## config.mk

```make
export PLATFORM = sky130hd
export DESIGN_NAME = apsc_ctrl
export DESIGN_NICKNAME = d
export VERILOG_FILES = /design/src/inc/apsc_pkg.sv /design/src/hw/apsc_timer.sv /design/src/hw/apsc_ctrl.sv
export SDC_FILE = /design/constraint.sdc
export NUM_CORES = 1
export LEC_CHECK = 0
export ABC_AREA = 1
export BUFFER_PORTS_ARGS = -buffer_cell sky130_fd_sc_hd__buf_2
export CAP_MARGIN = 20
export CORE_MARGIN = 4
export CORE_UTILIZATION = 58
export DETAILED_ROUTE_END_ITERATION = 16
export PLACE_DENSITY = 0.85
export SLEW_MARGIN = 20
export SYNTH_ARGS = -nofsm -noshare
export SYNTH_HDL_FRONTEND = slang
export SYNTH_SLANG_ARGS = --single-unit
export TNS_END_PERCENT = 30
```

## constraint.sdc

```tcl
create_clock -name clock -period 10.5 [get_ports clock]
set_input_delay 2.625 -clock clock [delete_from_list [all_inputs] [get_ports clock]]
set_output_delay 2.625 -clock clock [all_outputs]
set_load 0.02 [all_outputs]
```

## src/inc/apsc_pkg.sv

```systemverilog
// Purpose: Shared constants and types for the asynchronous pseudo-static RAM host controller.
// Assumes: A 100 MHz clock; every pin interval is rounded up to whole clock periods.
// Notes: Fast grade is the default; the top module selects the slow grade by parameter.
//
// What this block does
// - Random reads spaced at least 65 ns (fast) or 75 ns (slow); data valid then.
// - Page address changes no faster than 18 ns or 25 ns; new word valid then.
// - Output enable follows chip select within 10,000 ns and never stays high longer.
// - Those two maximum limits apply only while chip select is held low.
// - Output enable low 45 ns minimum before select rises; high pulses 2 ns minimum.
// - Chip select and both byte enables stay high at least 10 ns between accesses.
// - Address is stable by the falling edge of output enable, zero setup.
// - Address hold counts from the moment both byte enables are high.
// - During reads write enable and standby control stay high.
// - Write sees address and byte enables 55 or 60 ns; spacing 65 or 75 ns.
// - Write enable low at least 50 or 55 ns, high 10 ns between writes.
// - Write data valid 30 or 35 ns before write end, held zero or more.
// - Held select: write enable falls 0-10,000 ns after output enable rises; reverse 10-10,000 ns.
// - Standby control held low 50 us after power, raised only with chip select high.
// - First chip select comes at least 200 us after standby control rises.
// - Standby mode two entry: chip select high first, then standby control low.
// - Exit with partial retention waits 30 ns before chip select falls.
// - Exit with no retention waits 200 us before chip select falls.
// - Address moves in writes only with select or write enable high; standby, output enable high.

package apsc_pkg;

  localparam int ADDR_W = 22;
  localparam int DATA_W = 16;
  localparam int PAGE_W = 4;
  localparam int LEN_W = 4;
  localparam int TMR_W = 15;
  localparam int SYNC_STAGES = 2;

  localparam int CLK_NS = 10;

  // Rounding up keeps every minimum satisfied at the cost of a little bandwidth.
  function automatic int ns_to_cyc(input int ns);
    int c;
    c = (ns + CLK_NS - 1) / CLK_NS;
    return (c < 1) ? 1 : c;
  endfunction

  function automatic int cyc_max(input int a, input int b);
    return (a > b) ? a : b;
  endfunction

  localparam int T_RC_FAST_NS = 65;
  localparam int T_RC_SLOW_NS = 75;
  localparam int T_PRC_FAST_NS = 18;
  localparam int T_PRC_SLOW_NS = 25;
  localparam int T_OLCH_NS = 45;
  localparam int T_CP_NS = 10;
  localparam int T_HZ_NS = 25;
  localparam int T_CW_FAST_NS = 55;
  localparam int T_CW_SLOW_NS = 60;
  localparam int T_WP_FAST_NS = 50;
  localparam int T_WP_SLOW_NS = 55;
  localparam int T_DW_FAST_NS = 30;
  localparam int T_DW_SLOW_NS = 35;
  localparam int T_WC_FAST_NS = 65;
  localparam int T_WC_SLOW_NS = 75;
  localparam int T_WHP_NS = 10;
  localparam int T_MHCL1_NS = 30;
  localparam int T_VHMH_US = 50;
  localparam int T_MHCL_US = 200;

  localparam int RC_FAST_CYC = ns_to_cyc(T_RC_FAST_NS);
  localparam int RC_SLOW_CYC = ns_to_cyc(T_RC_SLOW_NS);
  localparam int PRC_FAST_CYC = ns_to_cyc(T_PRC_FAST_NS);
  localparam int PRC_SLOW_CYC = ns_to_cyc(T_PRC_SLOW_NS);
  localparam int OLCH_CYC = ns_to_cyc(T_OLCH_NS);
  localparam int CP_CYC = ns_to_cyc(T_CP_NS);
  localparam int HZ_CYC = ns_to_cyc(T_HZ_NS);
  localparam int CW_FAST_CYC = ns_to_cyc(T_CW_FAST_NS);
  localparam int CW_SLOW_CYC = ns_to_cyc(T_CW_SLOW_NS);
  localparam int WP_FAST_CYC = ns_to_cyc(T_WP_FAST_NS);
  localparam int WP_SLOW_CYC = ns_to_cyc(T_WP_SLOW_NS);
  localparam int DW_FAST_CYC = ns_to_cyc(T_DW_FAST_NS);
  localparam int DW_SLOW_CYC = ns_to_cyc(T_DW_SLOW_NS);
  localparam int WC_FAST_CYC = ns_to_cyc(T_WC_FAST_NS);
  localparam int WC_SLOW_CYC = ns_to_cyc(T_WC_SLOW_NS);
  localparam int WHP_CYC = ns_to_cyc(T_WHP_NS);
  localparam int MHCL1_CYC = ns_to_cyc(T_MHCL1_NS);
  localparam int VHMH_CYC = ns_to_cyc(T_VHMH_US * 1000);
  localparam int MHCL_CYC = ns_to_cyc(T_MHCL_US * 1000);

  typedef enum logic [8:0] {
    ST_POWER = 9'b0_0000_0001,
    ST_INIT = 9'b0_0000_0010,
    ST_IDLE = 9'b0_0000_0100,
    ST_READ = 9'b0_0000_1000,
    ST_PAGE = 9'b0_0001_0000,
    ST_WRITE = 9'b0_0010_0000,
    ST_RECOV = 9'b0_0100_0000,
    ST_SLEEP = 9'b0_1000_0000,
    ST_WAKE = 9'b1_0000_0000
  } apsc_state_t;

endpackage

```

## src/hw/apsc_timer.sv

```systemverilog
// Purpose: Down-counter that measures every pin interval of the controller.
// Assumes: The owner loads the interval minus one; expired then rises after that many cycles.
// Notes: The reset value is a constant so that the power-up hold starts without a load.
`timescale 1ns/1ns

module apsc_timer #(
  parameter logic [apsc_pkg::TMR_W-1:0] RESET_LOAD = '0
) (
  input wire logic clock,
  input wire logic rst,
  input wire logic load,
  input wire logic [apsc_pkg::TMR_W-1:0] load_value,
  output logic expired
);

  logic [apsc_pkg::TMR_W-1:0] count_q;
  logic [apsc_pkg::TMR_W-1:0] count_d;
  wire running = (count_q != '0);

  assign count_d = load ? load_value : (running ? count_q - 1'b1 : count_q);
  assign expired = ~running;

  always_ff @(posedge clock or posedge rst) begin
    if (rst) begin
      count_q <= RESET_LOAD;
    end else begin
      count_q <= count_d;
    end
  end

endmodule

```

## src/hw/apsc_ctrl.sv

```systemverilog
// Purpose: Host controller that runs reads, page reads, writes and standby mode two on the RAM pins.
// Assumes: One 100 MHz clock; read data pass two flip-flops before use.
// Notes: Every pin leaves a flip-flop, so pin edges line up with clock edges.
`timescale 1ns/1ns

module apsc_ctrl #(
  parameter bit SLOW_GRADE = 1'b0,
  parameter int INIT_LOW_CYC = apsc_pkg::VHMH_CYC,
  parameter int INIT_WAIT_CYC = apsc_pkg::MHCL_CYC,
  parameter int WAKE_FULL_CYC = apsc_pkg::MHCL_CYC
) (
  input wire logic clock,
  input wire logic rst,
  input wire logic req_valid,
  output logic req_ready,
  input wire logic req_write,
  input wire logic [apsc_pkg::ADDR_W-1:0] req_addr,
  input wire logic [1:0] req_byte_en,
  input wire logic [apsc_pkg::DATA_W-1:0] req_wdata,
  input wire logic [apsc_pkg::LEN_W-1:0] req_len,
  output logic rsp_valid,
  output logic rsp_last,
  output logic [apsc_pkg::DATA_W-1:0] rsp_data,
  input wire logic sleep_req,
  input wire logic sleep_keep,
  output logic init_done,
  output logic standby,
  output logic [apsc_pkg::ADDR_W-1:0] mem_addr,
  output logic mem_cs_n,
  output logic mem_oe_n,
  output logic mem_we_n,
  output logic lower_byte_enable_n,
  output logic upper_byte_enable_n,
  output logic mem_mode,
  input wire logic [apsc_pkg::DATA_W-1:0] mem_dq_i,
  output logic [apsc_pkg::DATA_W-1:0] mem_dq_o,
  output logic mem_dq_oe
);

  localparam int TW = apsc_pkg::TMR_W;
  localparam int AW = apsc_pkg::ADDR_W;
  localparam int DW = apsc_pkg::DATA_W;
  localparam int PW = apsc_pkg::PAGE_W;

  // Read data are sampled two cycles late, so the window counts the synchroniser too.
  localparam int RC_CYC = SLOW_GRADE ? apsc_pkg::RC_SLOW_CYC : apsc_pkg::RC_FAST_CYC;
  localparam int RD_CYC = apsc_pkg::cyc_max(RC_CYC, apsc_pkg::OLCH_CYC) + apsc_pkg::SYNC_STAGES;
  localparam int PRC_CYC = SLOW_GRADE ? apsc_pkg::PRC_SLOW_CYC : apsc_pkg::PRC_FAST_CYC;
  localparam int PG_CYC = PRC_CYC + apsc_pkg::SYNC_STAGES;
  localparam int CW_CYC = SLOW_GRADE ? apsc_pkg::CW_SLOW_CYC : apsc_pkg::CW_FAST_CYC;
  localparam int WP_CYC = SLOW_GRADE ? apsc_pkg::WP_SLOW_CYC : apsc_pkg::WP_FAST_CYC;
  localparam int DWR_CYC = SLOW_GRADE ? apsc_pkg::DW_SLOW_CYC : apsc_pkg::DW_FAST_CYC;
  localparam int WC_CYC = SLOW_GRADE ? apsc_pkg::WC_SLOW_CYC : apsc_pkg::WC_FAST_CYC;
  localparam int WR_CYC = apsc_pkg::cyc_max(apsc_pkg::cyc_max(CW_CYC, WP_CYC), DWR_CYC);
  localparam int WREC_CYC = apsc_pkg::cyc_max(apsc_pkg::cyc_max(WC_CYC - WR_CYC, apsc_pkg::CP_CYC),
                                              apsc_pkg::WHP_CYC);
  // Recovery after a read also covers the device's release time before we may drive data.
  localparam int RREC_CYC = apsc_pkg::cyc_max(apsc_pkg::HZ_CYC, apsc_pkg::CP_CYC);

  localparam logic [TW-1:0] LD_INIT_LOW = TW'(INIT_LOW_CYC - 1);
  localparam logic [TW-1:0] LD_INIT_WAIT = TW'(INIT_WAIT_CYC - 1);
  localparam logic [TW-1:0] LD_WAKE_FULL = TW'(WAKE_FULL_CYC - 1);
  localparam logic [TW-1:0] LD_WAKE_KEEP = TW'(apsc_pkg::MHCL1_CYC - 1);
  localparam logic [TW-1:0] LD_RD = TW'(RD_CYC - 1);
  localparam logic [TW-1:0] LD_PG = TW'(PG_CYC - 1);
  localparam logic [TW-1:0] LD_WR = TW'(WR_CYC - 1);
  localparam logic [TW-1:0] LD_WREC = TW'(WREC_CYC - 1);
  localparam logic [TW-1:0] LD_RREC = TW'(RREC_CYC - 1);

  apsc_pkg::apsc_state_t state_q;
  apsc_pkg::apsc_state_t state_d;

  logic tmr_load;
  logic [TW-1:0] tmr_value;
  logic tmr_expired;

  logic [DW-1:0] dq_s1_q;
  logic [DW-1:0] dq_s2_q;

  logic [AW-1:0] addr_q;
  logic [AW-1:0] addr_d;
  logic cs_n_q;
  logic cs_n_d;
  logic oe_n_q;
  logic oe_n_d;
  logic we_n_q;
  logic we_n_d;
  logic lb_n_q;
  logic lb_n_d;
  logic ub_n_q;
  logic ub_n_d;
  logic mode_q;
  logic mode_d;
  logic [DW-1:0] dq_o_q;
  logic [DW-1:0] dq_o_d;
  logic dq_oe_q;
  logic dq_oe_d;

  logic [apsc_pkg::LEN_W-1:0] left_q;
  logic [apsc_pkg::LEN_W-1:0] left_d;
  logic retain_q;
  logic retain_d;
  logic ready_q;
  logic rsp_valid_q;
  logic rsp_valid_d;
  logic rsp_last_q;
  logic rsp_last_d;
  logic [DW-1:0] rsp_data_q;
  logic [DW-1:0] rsp_data_d;
  logic init_done_q;
  logic init_done_d;
  logic standby_q;

  wire st_idle = (state_q == apsc_pkg::ST_IDLE);
  wire take = st_idle & req_valid & ready_q;
  wire more_words = (left_q != '0);
  wire [AW-1:0] page_next_addr = {addr_q[AW-1:PW], addr_q[PW-1:0] + 1'b1};
  wire [apsc_pkg::LEN_W-1:0] left_dec = left_q - 1'b1;
  wire [TW-1:0] wake_load = retain_q ? LD_WAKE_KEEP : LD_WAKE_FULL;

  apsc_timer #(
    .RESET_LOAD(LD_INIT_LOW)
  ) u_timer (
    .clock(clock),
    .rst(rst),
    .load(tmr_load),
    .load_value(tmr_value),
    .expired(tmr_expired)
  );

  always_comb begin
    state_d = state_q;
    tmr_load = 1'b0;
    tmr_value = '0;
    addr_d = addr_q;
    cs_n_d = cs_n_q;
    oe_n_d = oe_n_q;
    we_n_d = we_n_q;
    lb_n_d = lb_n_q;
    ub_n_d = ub_n_q;
    mode_d = mode_q;
    dq_o_d = dq_o_q;
    dq_oe_d = dq_oe_q;
    left_d = left_q;
    retain_d = retain_q;
    rsp_valid_d = 1'b0;
    rsp_last_d = 1'b0;
    rsp_data_d = rsp_data_q;
    init_done_d = init_done_q;
    unique case (state_q)
      apsc_pkg::ST_POWER: begin
        // Chip select has been high since reset, so the standby line may rise now.
        if (tmr_expired) begin
          mode_d = 1'b1;
          state_d = apsc_pkg::ST_INIT;
          tmr_load = 1'b1;
          tmr_value = LD_INIT_WAIT;
        end
      end
      apsc_pkg::ST_INIT: begin
        if (tmr_expired) begin
          init_done_d = 1'b1;
          state_d = apsc_pkg::ST_IDLE;
        end
      end
      apsc_pkg::ST_IDLE: begin
        // Address and strobes move together on the same edge that drives chip select low.
        if (take) begin
          addr_d = req_addr;
          cs_n_d = 1'b0;
          lb_n_d = ~req_byte_en[0];
          ub_n_d = ~req_byte_en[1];
          tmr_load = 1'b1;
          if (req_write) begin
            we_n_d = 1'b0;
            dq_o_d = req_wdata;
            dq_oe_d = 1'b1;
            state_d = apsc_pkg::ST_WRITE;
            tmr_value = LD_WR;
          end else begin
            oe_n_d = 1'b0;
            left_d = req_len;
            state_d = apsc_pkg::ST_READ;
            tmr_value = LD_RD;
          end
        end else if (sleep_req) begin
          mode_d = 1'b0;
          retain_d = sleep_keep;
          state_d = apsc_pkg::ST_SLEEP;
        end
      end
      apsc_pkg::ST_READ, apsc_pkg::ST_PAGE: begin
        if (tmr_expired) begin
          rsp_valid_d = 1'b1;
          rsp_data_d = dq_s2_q;
          tmr_load = 1'b1;
          if (more_words) begin
            left_d = left_dec;
            addr_d = page_next_addr;
            state_d = apsc_pkg::ST_PAGE;
            tmr_value = LD_PG;
          end else begin
            rsp_last_d = 1'b1;
            cs_n_d = 1'b1;
            oe_n_d = 1'b1;
            lb_n_d = 1'b1;
            ub_n_d = 1'b1;
            state_d = apsc_pkg::ST_RECOV;
            tmr_value = LD_RREC;
          end
        end
      end
      apsc_pkg::ST_WRITE: begin
        // Data may be released on the same edge as write end because the hold is zero.
        if (tmr_expired) begin
          we_n_d = 1'b1;
          cs_n_d = 1'b1;
          lb_n_d = 1'b1;
          ub_n_d = 1'b1;
          dq_oe_d = 1'b0;
          state_d = apsc_pkg::ST_RECOV;
          tmr_load = 1'b1;
          tmr_value = LD_WREC;
        end
      end
      apsc_pkg::ST_RECOV: begin
        if (tmr_expired) begin
          state_d = apsc_pkg::ST_IDLE;
        end
      end
      apsc_pkg::ST_SLEEP: begin
        if (!sleep_req) begin
          mode_d = 1'b1;
          state_d = apsc_pkg::ST_WAKE;
          tmr_load = 1'b1;
          tmr_value = wake_load;
        end
      end
      apsc_pkg::ST_WAKE: begin
        if (tmr_expired) begin
          state_d = apsc_pkg::ST_IDLE;
        end
      end
      default: begin
        // A corrupted state code restarts the whole power-up sequence.
        state_d = apsc_pkg::ST_POWER;
        cs_n_d = 1'b1;
        oe_n_d = 1'b1;
        we_n_d = 1'b1;
        lb_n_d = 1'b1;
        ub_n_d = 1'b1;
        mode_d = 1'b0;
        dq_oe_d = 1'b0;
        init_done_d = 1'b0;
        tmr_load = 1'b1;
        tmr_value = LD_INIT_LOW;
      end
    endcase
  end

  // Read data come from another timing domain and are only read after the second stage.
  always_ff @(posedge clock or posedge rst) begin
    if (rst) begin
      dq_s1_q <= '0;
      dq_s2_q <= '0;
    end else begin
      dq_s1_q <= mem_dq_i;
      dq_s2_q <= dq_s1_q;
    end
  end

  always_ff @(posedge clock or posedge rst) begin
    if (rst) begin
      state_q <= apsc_pkg::ST_POWER;
      left_q <= '0;
      retain_q <= 1'b0;
      ready_q <= 1'b0;
      init_done_q <= 1'b0;
      standby_q <= 1'b0;
    end else begin
      state_q <= state_d;
      left_q <= left_d;
      retain_q <= retain_d;
      ready_q <= (state_d == apsc_pkg::ST_IDLE);
      init_done_q <= init_done_d;
      standby_q <= (state_d == apsc_pkg::ST_SLEEP);
    end
  end

  // Strobes reset inactive and standby control low, which starts the power-up hold.
  always_ff @(posedge clock or posedge rst) begin
    if (rst) begin
      cs_n_q <= 1'b1;
      oe_n_q <= 1'b1;
      we_n_q <= 1'b1;
      lb_n_q <= 1'b1;
      ub_n_q <= 1'b1;
      mode_q <= 1'b0;
    end else begin
      cs_n_q <= cs_n_d;
      oe_n_q <= oe_n_d;
      we_n_q <= we_n_d;
      lb_n_q <= lb_n_d;
      ub_n_q <= ub_n_d;
      mode_q <= mode_d;
    end
  end

  always_ff @(posedge clock or posedge rst) begin
    if (rst) begin
      addr_q <= '0;
      dq_o_q <= '0;
      dq_oe_q <= 1'b0;
    end else begin
      addr_q <= addr_d;
      dq_o_q <= dq_o_d;
      dq_oe_q <= dq_oe_d;
    end
  end

  always_ff @(posedge clock or posedge rst) begin
    if (rst) begin
      rsp_valid_q <= 1'b0;
      rsp_last_q <= 1'b0;
      rsp_data_q <= '0;
    end else begin
      rsp_valid_q <= rsp_valid_d;
      rsp_last_q <= rsp_last_d;
      rsp_data_q <= rsp_data_d;
    end
  end

  assign req_ready = ready_q;
  assign rsp_valid = rsp_valid_q;
  assign rsp_last = rsp_last_q;
  assign rsp_data = rsp_data_q;
  assign init_done = init_done_q;
  assign standby = standby_q;
  assign mem_addr = addr_q;
  assign mem_cs_n = cs_n_q;
  assign mem_oe_n = oe_n_q;
  assign mem_we_n = we_n_q;
  assign lower_byte_enable_n = lb_n_q;
  assign upper_byte_enable_n = ub_n_q;
  assign mem_mode = mode_q;
  assign mem_dq_o = dq_o_q;
  assign mem_dq_oe = dq_oe_q;

endmodule

```

==> run summary <==
• status: complete, no violations
• WP data required: 10.94 ns
• Fill cells: 692
• total CTS buffers: 17
• depth of the worst register-to-register path: 12
• end point of the critical path: u_timer.count_q[10]
• flops & latches, synth: 127
• cell breakdown of the critical path: buf_2 -> nand2_1 -> inv_1 -> nand2_1 -> nand2_1 -> inv_2 -> nand2_4 -> nor2_4 -> nand2_1 -> a21oi_1
• synthesized net count: 686
• overall overflow remaining after global route: 0
• total power density per cell area: 158 mW/mm²
• yosys synthesis warning count: 0
• buffer and inverter count on the worst path: 3
• final std cells w/o fill: 901
• Detailed Place HPWL: 9.25 mm
• Critical Path Stages: 10
• beginning of the worst register-to-register path: u_timer.count_q[0]
• clock root buffer master: sky130_fd_sc_hd__clkbuf_8
• crit-path leading delay family: simple AND/OR/NAND/NOR gates
• Die Ht: 106 µm
• share of async-settable or async-resettable flops after synthesis: 100%
• leading cell type in the layout, fill and taps excluded: sky130_fd_sc_hd__nand2_1
• Worst Max-Slew Pin Slew: 0.861 ns
• Arrival @ worst endpoint: 4.32 ns
• routed vias: 4671
• slowest CP cell: sky130_fd_sc_hd__nand2_1
• Crit Reg-Reg Endpoint: lower_byte_enable_n
• most area-consuming cells after synthesis: sky130_fd_sc_hd__dfrtp_1 51%, sky130_fd_sc_hd__nand2_1 17%, sky130_fd_sc_hd__dfstp_2 6.2%
• critical path launch point type: input pin
• clk_skew: 0.00727 ns
• setup repair after global routing missed its margin: false
• worst min-delay path class: flop to flop
• most used cell along the critical path: sky130_fd_sc_hd__nand2_1
• worst-case setup margin in the final layout: 6.62 ns
• Max-Slew Margin vs Limit: 42.6%
• pin count of the biggest net entering global routing: 72
• Die ar.: 0.0112 mm²
• cells after synthesis: 617
• internal reg-to-reg setup slack: 8.06 ns
• number of antenna violations at the first check in global routing: 0
• buffers inserted by post-CTS timing repair: 0
• effective utilization at floorplan: 59.7%
• Finished Cell Area: 0.00688 mm²
• worst setup path startpoint: req_valid
• setup TNS after final layout: 0 ns
• total of hold buffers inserted after clock tree synthesis: 0
• post-synthesis cell type count: 40
• global-route usage over all layers: 26.1%
• standard-cell row count: 35
• critical path endpoint category: flop
• number of clock sinks: 127
• number of cells in the design after placement: 869
• global-route wire length before repair: 23.1 mm
• fmax: 258 MHz
• average footprint of a synthesized cell: 8.98 µm²
• clock tree from TritonCTS: done
• post-route ant nets: 0
• routability-driven placement congestion ratio: 0.962
• number of synthesized flops with an enable pin: 0
• Initial DRT Pass Iterations: 6
• total length of routed wires: 13.7 mm
• area taken by multi-input logic gates: 0.00205 mm²
• number of global-route vias before repair: 4802
• final net count: 828
• CP max FO: 20
• vias per cell: 5.18
• peak ir drop on the vdd network: 0.151 mV
• number of max-slew violations in the final report: 0
• number of H-tree levels: 4
• placement-stage worst setup slack: 6.12 ns
• number of failing hold endpoints at the final stage: 0
• post-synthesis sequential area ratio: 57.6%
• routed length per placed instance: 15.2 µm
• clock latency on the worst-skew pair: 0.53 ns
• area fraction of the dominant cell type after synthesis: 51.5%
• overall power of the completed layout: 1.09 mW
• static power due to leakage: 3.88 nW
• share of cells above drive strength 1: 29.5%
• part of the cycle the worst path needs: 36.9%
• Final Setup Violations: 0
• clock-pin slew on the worst setup and hold paths: 0.06 ns
• number of top-level design ports: 132
• P&R area growth vs syn: 24.2%
• post-cts repair resize count: 0
• most frequent cells in the layout: 247 x sky130_fd_sc_hd__nand2_1, 131 x sky130_fd_sc_hd__buf_2, 114 x sky130_fd_sc_hd__dfrtp_1
• kind of critical path: input pin to flop
• largest area contributor in the netlist: sky130_fd_sc_hd__dfrtp_1
• area after detailed placement: 0.00631 mm²
• x dimension of the die: 106 µm
• top_reg_cell synth: sky130_fd_sc_hd__dfrtp_1
• initial drt markers: 278
• max capacitance violation total: 0
• Longest Clk Path Bufs: 2
• number of buffers inserted by port buffering: 131
• remaining design rule violation count: 0
• antenna fix cells: 0
• area of the core: 0.00928 mm²
• max incr delay on CP: 0.50 ns
• area taken by flip-flops and latches: 0.00319 mm²
• cell area after synthesis: 0.00554 mm²
• final period demand of the worst path: 3.88 ns
## synth_stat cells (4+ instances only)
cell                      count
sky130_fd_sc_hd__nand2_1    247
sky130_fd_sc_hd__dfrtp_1    114
sky130_fd_sc_hd__inv_1       48
sky130_fd_sc_hd__nor2_1      42
sky130_fd_sc_hd__nand3_1     20
sky130_fd_sc_hd__o21ai_0     14
sky130_fd_sc_hd__dfstp_2     13
sky130_fd_sc_hd__a21oi_1     12
sky130_fd_sc_hd__inv_2       12
sky130_fd_sc_hd__xor2_1      11
sky130_fd_sc_hd__nand4_1      7
sky130_fd_sc_hd__nor3_1       7
sky130_fd_sc_hd__a31oi_1      6
sky130_fd_sc_hd__nand2_2      6
sky130_fd_sc_hd__nor2_2       6
sky130_fd_sc_hd__nor2_4       6
sky130_fd_sc_hd__buf_2        5
sky130_fd_sc_hd__o21ai_1      4
## metal layers
| layer | global-route usage (%) | up-vias | wire, µm |
|---|---|---|---|
| li1 | - | 2197 | - |
| met1 | 31.6 | 2254 | 5450 |
| met2 | 45.3 | 190 | 7080 |
| met3 | 6.80 | 30 | 893 |
| met4 | 8.97 | 0 | 296 |
| met5 | 0 | - | 0 |
## logic make-up after synthesis
kind of cell	count (synthesis)	synth area share (%)
multiplexers	2	0.384
AND/OR/NAND/NOR	355	29.0
AO/OA/AOI/OAI	43	4.70
buffers and inverters	73	5.42
flip-flops	127	57.6
XOR/XNOR	14	2.21
adder cells (fa/ha/maj)	3	0.677
## worst register-to-register path: stages (launching register included)
cell	delay, ns
sky130_fd_sc_hd__dfstp_2	0.37
sky130_fd_sc_hd__inv_1	0.13
sky130_fd_sc_hd__ha_1	0.25
sky130_fd_sc_hd__nand3_2	0.14
sky130_fd_sc_hd__nor2_4	0.18
sky130_fd_sc_hd__nand4_4	0.29
sky130_fd_sc_hd__clkinv_2	0.27
sky130_fd_sc_hd__nand2_1	0.11
sky130_fd_sc_hd__a21boi_1	0.23
sky130_fd_sc_hd__nand2_1	0.19
sky130_fd_sc_hd__clkinv_1	0.11
sky130_fd_sc_hd__nand2_1	0.06
sky130_fd_sc_hd__nand2_1	0.05
## flip-flops by register name, indices dropped and copies added (netlist names), 4 cells and up
name	flops
mem_addr	22
rsp_data	16
mem_dq_o	16
state_q	9
dq_s2_q	16
left_q	4
u_timer.count_q	15
dq_s1_q	16
## per-stage QoR
step / hold slack (ns) / utilization (%)
floorplan: 0.331 / -
global placement: 0.332 / 68.0
detailed placement: 0.335 / 68.0
CTS: 0.348 / 74.1
global route: 0.358 / 74.1
finish: 0.344 / 74.1
## worst min-delay path by stage
| stage | start | to | cells past startpoint |
|---|---|---|---|
| after floorplan | dq_s1_q[0] | dq_s2_q[0] | 0 |
| after global placement | dq_s1_q[14] | dq_s2_q[14] | 0 |
| after detailed placement | dq_s1_q[0] | dq_s2_q[0] | 0 |
| after CTS | dq_s1_q[10] | dq_s2_q[10] | 0 |
| after global routing | dq_s1_q[5] | dq_s2_q[5] | 0 |
| final | dq_s1_q[10] | dq_s2_q[10] | 0 |
## power by group
| group | switching (mW) | internal, mW |
|---|---|---|
| sequential | 0.00252 | 0.497 |
| combinational | 0.0152 | 0.0102 |
| clock | 0.233 | 0.332 |
| total | 0.251 | 0.839 |
## area by class of cell
type	count	share of cell area, %
well taps	129	2.35
multi-input cells	417	29.7
repair buffers	132	9.63
inverters	64	3.60
clock inverters	12	1.80
flip-flops and latches	127	46.4
clock buffers	20	6.47
Note: power is estimated with default switching activity, not from simulation.
